**src/design/xbus_consts.vh**
```
// Constants for the external parallel bus pin controller.
// Assumes inclusion by the bus controller module only.
// Function
// After reset port zero lines are open drain while pull-up is off.
// A port zero line with pull-up enabled acts quasi-bidirectional.
// During an access port zero drives push-pull and carries the data byte; the code floats port zero on reads.
// Multiplexed mode: port zero carries low address first, then data.
// During an access port two drives the upper address byte push-pull.
// Multiplexed mode drives an address latch strobe for the low byte.
// Window select is low only for accesses to 4000h through 7FFFh.
// An output shows the inverse of address bit 15.
// Direct mode puts the low six address bits on port four.
// Direct mode puts address bit 6 on a port three line.
// Direct mode puts address bit 7 on a port two line.
// Writes use store strobe, reads load strobe; partner obeys them.
// Direct 15-bit or multiplexed addressing is chosen by configuration.
// Four selectable speeds set the external cycle timing.
// One byte moves per access in classic external memory cycles.
// The address reaches external memory of up to 32KB.
// Speed configuration resets to all ones.
// Auxiliary configuration resets to all zeros.
// Strobes active low, exclusive; address stable around each strobe.
// Idle ports return to their software-set modes and values; port four keeps the last low address bits.
`ifndef XBUS_CONSTS_VH
`define XBUS_CONSTS_VH
`define SPEED_RESET   8'hFF
`define AUX_RESET     8'h00
`define AUX_MUX_BIT   0
`define WIN_LO        16'h4000
`define WIN_HI        16'h7FFF
`define A15_BIT       15
`define A6_BIT        6
`define A7_BIT        7
`define SETUP_CYC     4'h1
`define HOLD_CYC      4'h1
`define ALE_CYC       4'h1
`define RD_EXTRA      4'h4
`endif

```
**src/design/xbus_pins.v**
```verilog
// External parallel bus pin controller: overrides port drive during
// accesses, makes strobes, window select and inverted top address.
// Assumes a core request port on clk; pin inputs are asynchronous.
`timescale 1ns/1ps
`include "xbus_consts.vh"
module xbus_pins #(
  parameter SPW = 4
) (
  // Clock and reset
  input  wire        clk,
  input  wire        rst_n,
  // Core request
  input  wire        req,
  input  wire        req_wr,
  input  wire [15:0] req_addr,
  input  wire [7:0]  req_wdata,
  output reg         busy_r,
  output reg         done_r,
  output reg  [7:0]  rdata_r,
  // Configuration
  input  wire        speed_we,
  input  wire [7:0]  speed_wdata,
  input  wire        aux_we,
  input  wire [7:0]  aux_wdata,
  output reg  [7:0]  speed_r,
  output reg  [7:0]  aux_r,
  // Software port settings
  input  wire [7:0]  port_zero_out,
  input  wire [7:0]  port_zero_dir,
  input  wire [7:0]  port_zero_pullup_enable,
  input  wire [7:0]  port_two_out,
  input  wire [7:0]  port_two_dir,
  // Port zero pins
  input  wire [7:0]  port_zero_in,
  output reg  [7:0]  port_zero_o_r,
  output reg  [7:0]  port_zero_oe_r,
  output reg  [7:0]  port_zero_pu_r,
  // Port two pins
  output reg  [7:0]  port_two_o_r,
  output reg  [7:0]  port_two_oe_r,
  // Bus control pins
  output reg  [5:0]  port_four_addr_r,
  output reg         direct_addr_bit6_r,
  output reg         direct_addr_bit7_r,
  output reg         address_latch_strobe_r,
  output reg         store_strobe_n_r,
  output reg         load_strobe_n_r,
  output reg         window_select_n_r,
  output reg         inverted_top_address_r
);

  localparam ST_IDLE  = 3'h0;
  localparam ST_ALE   = 3'h1;
  localparam ST_SETUP = 3'h2;
  localparam ST_STRB  = 3'h3;
  localparam ST_HOLD  = 3'h4;

  // Pin input synchroniser
  reg  [7:0] p0_s1_r;
  reg  [7:0] p0_s2_r;
  always @(posedge clk or negedge rst_n) begin
    if (!rst_n) begin
      p0_s1_r <= 8'h00;
      p0_s2_r <= 8'h00;
    end else begin
      p0_s1_r <= port_zero_in;
      p0_s2_r <= p0_s1_r;
    end
  end

  // Configuration registers
  always @(posedge clk or negedge rst_n) begin
    if (!rst_n) begin
      speed_r <= `SPEED_RESET;
      aux_r   <= `AUX_RESET;
    end else begin
      if (speed_we)
        speed_r <= speed_wdata;
      if (aux_we)
        aux_r <= aux_wdata;
    end
  end

  // Speed: strobe width from low two bits of speed register
  wire [1:0]     spd = speed_r[1:0];
  wire [SPW-1:0] strb_len = {{(SPW-2){1'b0}}, spd} + 1'b1;
  wire           mux_mode = aux_r[`AUX_MUX_BIT];

  // ==================================================
  // Access sequencer
  reg  [2:0]     st_r;
  reg  [SPW-1:0] cnt_r;
  reg  [15:0]    addr_r;
  reg  [7:0]     wdata_r;
  reg            wr_r;
  reg            mux_r;
  // Reads stretch the strobe past the pin synchroniser delay
  wire [SPW-1:0] rd_extra = `RD_EXTRA;
  wire [SPW-1:0] strb_end = wr_r ? (strb_len - 1'b1)
                                 : (strb_len + rd_extra - 1'b1);

  always @(posedge clk or negedge rst_n) begin
    if (!rst_n) begin
      st_r    <= ST_IDLE;
      cnt_r   <= {SPW{1'b0}};
      addr_r  <= 16'h0000;
      wdata_r <= 8'h00;
      wr_r    <= 1'b0;
      mux_r   <= 1'b0;
      done_r  <= 1'b0;
      rdata_r <= 8'h00;
    end else begin
      done_r <= 1'b0;
      case (st_r)
        ST_IDLE: begin
          if (req) begin
            addr_r  <= {1'b0, req_addr[14:0]} |
                       ({15'h0000, req_addr[15]} << `A15_BIT);
            wdata_r <= req_wdata;
            wr_r    <= req_wr;
            mux_r   <= mux_mode;
            cnt_r   <= {SPW{1'b0}};
            st_r    <= mux_mode ? ST_ALE : ST_SETUP;
          end
        end
        ST_ALE: begin
          st_r <= ST_SETUP;
        end
        ST_SETUP: begin
          st_r  <= ST_STRB;
          cnt_r <= {SPW{1'b0}};
        end
        ST_STRB: begin
          if (cnt_r == strb_end) begin
            if (!wr_r)
              rdata_r <= p0_s2_r;
            st_r <= ST_HOLD;
          end else begin
            cnt_r <= cnt_r + 1'b1;
          end
        end
        ST_HOLD: begin
          done_r <= 1'b1;
          st_r   <= ST_IDLE;
        end
        default: st_r <= ST_IDLE;
      endcase
    end
  end

  // ==================================================
  // Pin drive, next values
  wire act_nxt = (st_r != ST_IDLE) && !(st_r == ST_HOLD);
  wire in_win  = (addr_r >= `WIN_LO) && (addr_r <= `WIN_HI);
  reg  [7:0] p0_o_nxt;
  reg  [7:0] p0_oe_nxt;
  reg  [7:0] p2_o_nxt;
  reg  [7:0] p2_oe_nxt;

  always @* begin
    p0_o_nxt  = port_zero_out;
    // Open drain: drive only low; pull-up gives quasi mode
    p0_oe_nxt = port_zero_dir & ~port_zero_out;
    p2_o_nxt  = port_two_out;
    p2_oe_nxt = port_two_dir;
    if (act_nxt || st_r == ST_HOLD) begin
      p2_o_nxt  = addr_r[15:8];
      p2_oe_nxt = 8'hFF;
      if (!mux_r)
        p2_o_nxt[`A7_BIT] = addr_r[`A7_BIT];
      if (st_r == ST_ALE) begin
        p0_o_nxt  = addr_r[7:0];
        p0_oe_nxt = 8'hFF;
      end else if (wr_r) begin
        p0_o_nxt  = wdata_r;
        p0_oe_nxt = 8'hFF;
      end else begin
        p0_o_nxt  = 8'h00;
        p0_oe_nxt = 8'h00;
      end
    end
  end

  always @(posedge clk or negedge rst_n) begin
    if (!rst_n) begin
      port_zero_o_r          <= 8'h00;
      port_zero_oe_r         <= 8'h00;
      port_zero_pu_r         <= 8'h00;
      port_two_o_r           <= 8'h00;
      port_two_oe_r          <= 8'h00;
      port_four_addr_r       <= 6'h00;
      direct_addr_bit6_r     <= 1'b0;
      direct_addr_bit7_r     <= 1'b0;
      address_latch_strobe_r <= 1'b0;
      store_strobe_n_r       <= 1'b1;
      load_strobe_n_r        <= 1'b1;
      window_select_n_r      <= 1'b1;
      inverted_top_address_r <= 1'b1;
      busy_r                 <= 1'b0;
    end else begin
      port_zero_o_r          <= p0_o_nxt;
      port_zero_oe_r         <= p0_oe_nxt;
      port_zero_pu_r         <= port_zero_pullup_enable;
      port_two_o_r           <= p2_o_nxt;
      port_two_oe_r          <= p2_oe_nxt;
      port_four_addr_r       <= addr_r[5:0];
      direct_addr_bit6_r     <= addr_r[`A6_BIT];
      direct_addr_bit7_r     <= addr_r[`A7_BIT];
      address_latch_strobe_r <= (st_r == ST_ALE);
      store_strobe_n_r       <= !(st_r == ST_STRB && wr_r);
      load_strobe_n_r        <= !(st_r == ST_STRB && !wr_r);
      window_select_n_r      <= !(act_nxt && in_win);
      inverted_top_address_r <= ~addr_r[`A15_BIT];
      busy_r                 <= (st_r != ST_IDLE) || req;
    end
  end

endmodule

```
**config.mk**
```make
export PLATFORM = sky130hd
export DESIGN_NAME = xbus_pins
export DESIGN_NICKNAME = d
export VERILOG_FILES = /design/src/design/xbus_pins.v
export VERILOG_INCLUDE_DIRS = /design/src /design/src/design
export SDC_FILE = /design/constraint.sdc
export NUM_CORES = 1
export LEC_CHECK = 0
export BUFFER_PORTS_ARGS = -buffer_cell sky130_fd_sc_hd__buf_2
export CAP_MARGIN = 20
export CORE_ASPECT_RATIO = 0.7
export CORE_UTILIZATION = 49
export DETAILED_ROUTE_END_ITERATION = 10
export PLACE_DENSITY = 0.79
export SLEW_MARGIN = 10
export SYNTH_ARGS = -nofsm -noshare
export SYNTH_HDL_FRONTEND = slang
export SYNTH_SLANG_ARGS = --single-unit
```
**constraint.sdc**
```tcl
create_clock -name clk -period 3.2 [get_ports clk]
set_clock_uncertainty 0.1 [all_clocks]
set_input_delay 0.16 -clock clk [delete_from_list [all_inputs] [get_ports clk]]
set_output_delay 0.16 -clock clk [all_outputs]
set_load 0.02 [all_outputs]
```
==> flow_metrics.tcl <==
set metrics [dict create \
    outcome "finished clean" \
    post-route-min-period_ns 2.81 \
    n_antenna_cell 0 \
    fin_cells 734 \
    h-tree-depth 4 \
    startpoint_type "register" \
    gp_congestion 0.796 \
    netlist_instances 318 \
    fin_util 0.793 \
    pwr_density_cell_mw_per_mm2 874 \
    cts_tree "built" \
    cpPeakStageDelay_ns 0.63 \
    drive_gt1_frac 0.418 \
    synthMuxAreaShare 0.156 \
    start_util 0.513 \
    grt_use_met1 0.318 \
    met2_usage 0.488 \
    synth_fa_ha_area_frac 0.0132 \
    core-area_mm2 0.00922 \
    gr-total-overflow 0 \
    maxCapViolations 0 \
    synth_edf_count 0 \
    multiInputGateArea_mm2 0.00139 \
    synth_top_family_by_area "multiplexers" \
    grt_pass1_wl_um 20400 \
    cts_resized 0 \
    wire_per_inst_um 17.6 \
    viasPerCell 4.94 \
    numPortBuffers 172 \
    drtIter0Drc 163 \
    fp.dieW_um 119 \
    regArea_mm2 0.00322 \
    synth_compound_area_frac 0.0378 \
    synth_xor_area_frac 0.00926 \
    die_area_mm2 0.0101 \
    nFillCells 551 \
    tightestPinTransition_ns 0.597 \
    post-place-ws_ns 0.415 \
    synth_fp_nets 417 \
    dpl.hpwl_um 7130 \
    wl_um 13000 \
    antenna_found_initial 0 \
    yosysSeqAreaShare 0.681 \
    slowest_stage "or3_1" \
    cp.arrival_ns 3.01 \
    grt.busiest_layer "met2" \
    track_usage 0.275 \
    required_ns 3.40 \
    dominantRegCellSynth "dfrtp_1" \
    crit_family "simple AND/OR/NAND/NOR gates" \
    p_total_mw 6.39 \
    worstSetupPathType "register to register" \
    period_share 0.879 \
    layout_setup_ws_ns 0.387 \
    grt_max_degree 129 \
    clk-insertion-delay-late_ns 0.41 \
    critPathBufInv 1 \
    cp_cell_sequence "inv_1 > ha_1 > xnor2_1 > nor3b_1 > o21ai_1 > or3_1 > mux2_4" \
    clock-root-buffer "clkbuf_16" \
    cts.sinks 128 \
    peakVddDrop_mv 0.538 \
    ys_warn_count 0 \
    setup_violations 0 \
    leakage_nw 3.51 \
    hold_viol_final 0 \
    synth_seq_cells 128 \
    hold_path.class "input port to register" \
    nets 696 \
    relSlewSlack 0.602 \
    fmax_ghz 0.356 \
    areaGrowthSynthToFinish_pct 54.6 \
    syn-cell-area_mm2 0.00473 \
    async_flop_share 1.00 \
    fp.dieH_um 84.2 \
    drtAntennaViolNets 0 \
    clk_pin_slew_ns 0.06 \
    synth-simple-area-share 0.0781 \
    regToRegSetupSlack_ns 0.39 \
    dr.pass1.iters 4 \
    grt_pass1_vias 3957 \
    cp_max_fo 8 \
    rsz0062_at_grt "false" \
    vias 3627 \
    yosysUniqueCellTypes 41 \
    final-max-slew-violation-count 0 \
    num_io_pins 173 \
    drc 0 \
    crit_path_end_kind "register" \
    dp_cells 601 \
    clock_path_buffers 2 \
    cts_buffers 17 \
    final.setup.tns_ns 0 \
    syn-mean-instance-area_um2 14.9 \
    gr-usage-met3 0.0904 \
    rows 29 \
]
## cells in the final DEF (no fill, tap or decap), drive strengths merged, types with 3 or more instances in the layout
cell,count
buf,177
dlygate4sd3,100
mux2i,10
dfstp,12
xor2,3
nand2,18
a21oi,3
nand3b,8
inv,13
nand3,9
mux2,54
clkbuf,17
nand2b,11
nor2,6
clkinv,4
o21ai,15
dfrtp,116
ha,5
nor2b,3
## state kept, by name (all words and copies together), names as in the netlist, 3 cells and up
| signal | cells |
|---|---|
| port_zero_pu_r | 8 |
| st_r | 3 |
| wdata_r | 8 |
| port_zero_o_r | 8 |
| speed_r | 8 |
| p0_s1_r | 8 |
| rdata_r | 8 |
| port_zero_oe_r | 8 |
| addr_r | 16 |
| port_two_oe_r | 8 |
| aux_r | 8 |
| cnt_r | 4 |
| p0_s2_r | 8 |
| port_four_addr_r | 6 |
| port_two_o_r | 8 |
## report_power, final
part           leakage (nW)  internal (mW)  switching, mW
sequential             1.51           2.17          0.351
combinational          1.71          0.824           1.12
clock                 0.289           1.17          0.763
## worst min-delay path, stage by stage
cell	delay, ns
buf_2	0.09
mux2i_1	0.07
o21ai_0	0.16
## area by class of cell
type,instances,share of cell area
repair buffers,277,0.263
clock inverters,15,0.0236
flip-flops and latches,128,0.440
inverters,6,0.00308
well taps,124,0.0212
clock buffers,17,0.0582
multi-input cells,167,0.190
## Yosys cell counts, types with 2 or more instances
cell,count,area (um^2)
nor2b_1,3,18.8
a21oi_1,3,15.0
clkbuf_1,8,30.0
nor2_1,6,22.5
o2bb2ai_1,2,17.5
o21ai_0,12,60.1
dfstp_2,12,315
mux2_1,25,282
buf_6,2,22.5
buf_4,3,22.5
o21ai_1,3,15.0
inv_1,6,22.5
xnor2_1,2,17.5
nor3b_1,2,15.0
nand2_1,17,63.8
ha_1,5,62.6
dfrtp_1,116,2900
nand3_1,9,45.0
mux2_4,8,120
nand3b_1,8,60.1
mux2i_1,10,100
xor2_1,3,26.3
buf_2,4,20.0
o31ai_1,2,15.0
mux2_2,21,236
nand2b_1,11,68.8
## stage by stage
step / instance area [um^2] / hold slack (ns)
finish: 7310 / 0.0237
global route: 7310 / 0.0478
CTS: 7280 / 0.0224
detailed placement: 5690 / 0.170
global placement: 5690 / 0.170
floorplan: 4730 / -0.236
## per-layer routing
metal	part of all wire	routed length (um)
met1	0.40	5190
met2	0.52	6760
met3	0.062	797
met4	0.016	212
met5	0	0
## what timing repair did
item	CTS	global route
endpoints found under the hold margin	205	0
setup buffers	0	0
setup endpoints to repair	0	0
hold buffers	100	0
## final timing paths
kind,start,endpoint,cells past startpoint
setup / recovery,speed_r[0],rdata_r[4],7
hold / removal,port_zero_out[4],port_zero_o_r[4],3
setup reg to reg,speed_r[0],rdata_r[4],7
hold reg to reg,p0_s1_r[2],p0_s2_r[2],0
max in group asynchronous,rst_n,store_strobe_n_r,3
min in group asynchronous,rst_n,port_zero_oe_r[0],2
## cells by family after synthesis
group           Yosys count
flops                   128
compound gates           28
xor+xnor                  5
fa+ha+maj                 5
simple gates             65
mux                      64
buf+inv                  23
Power figures use the tool's default switching activity.
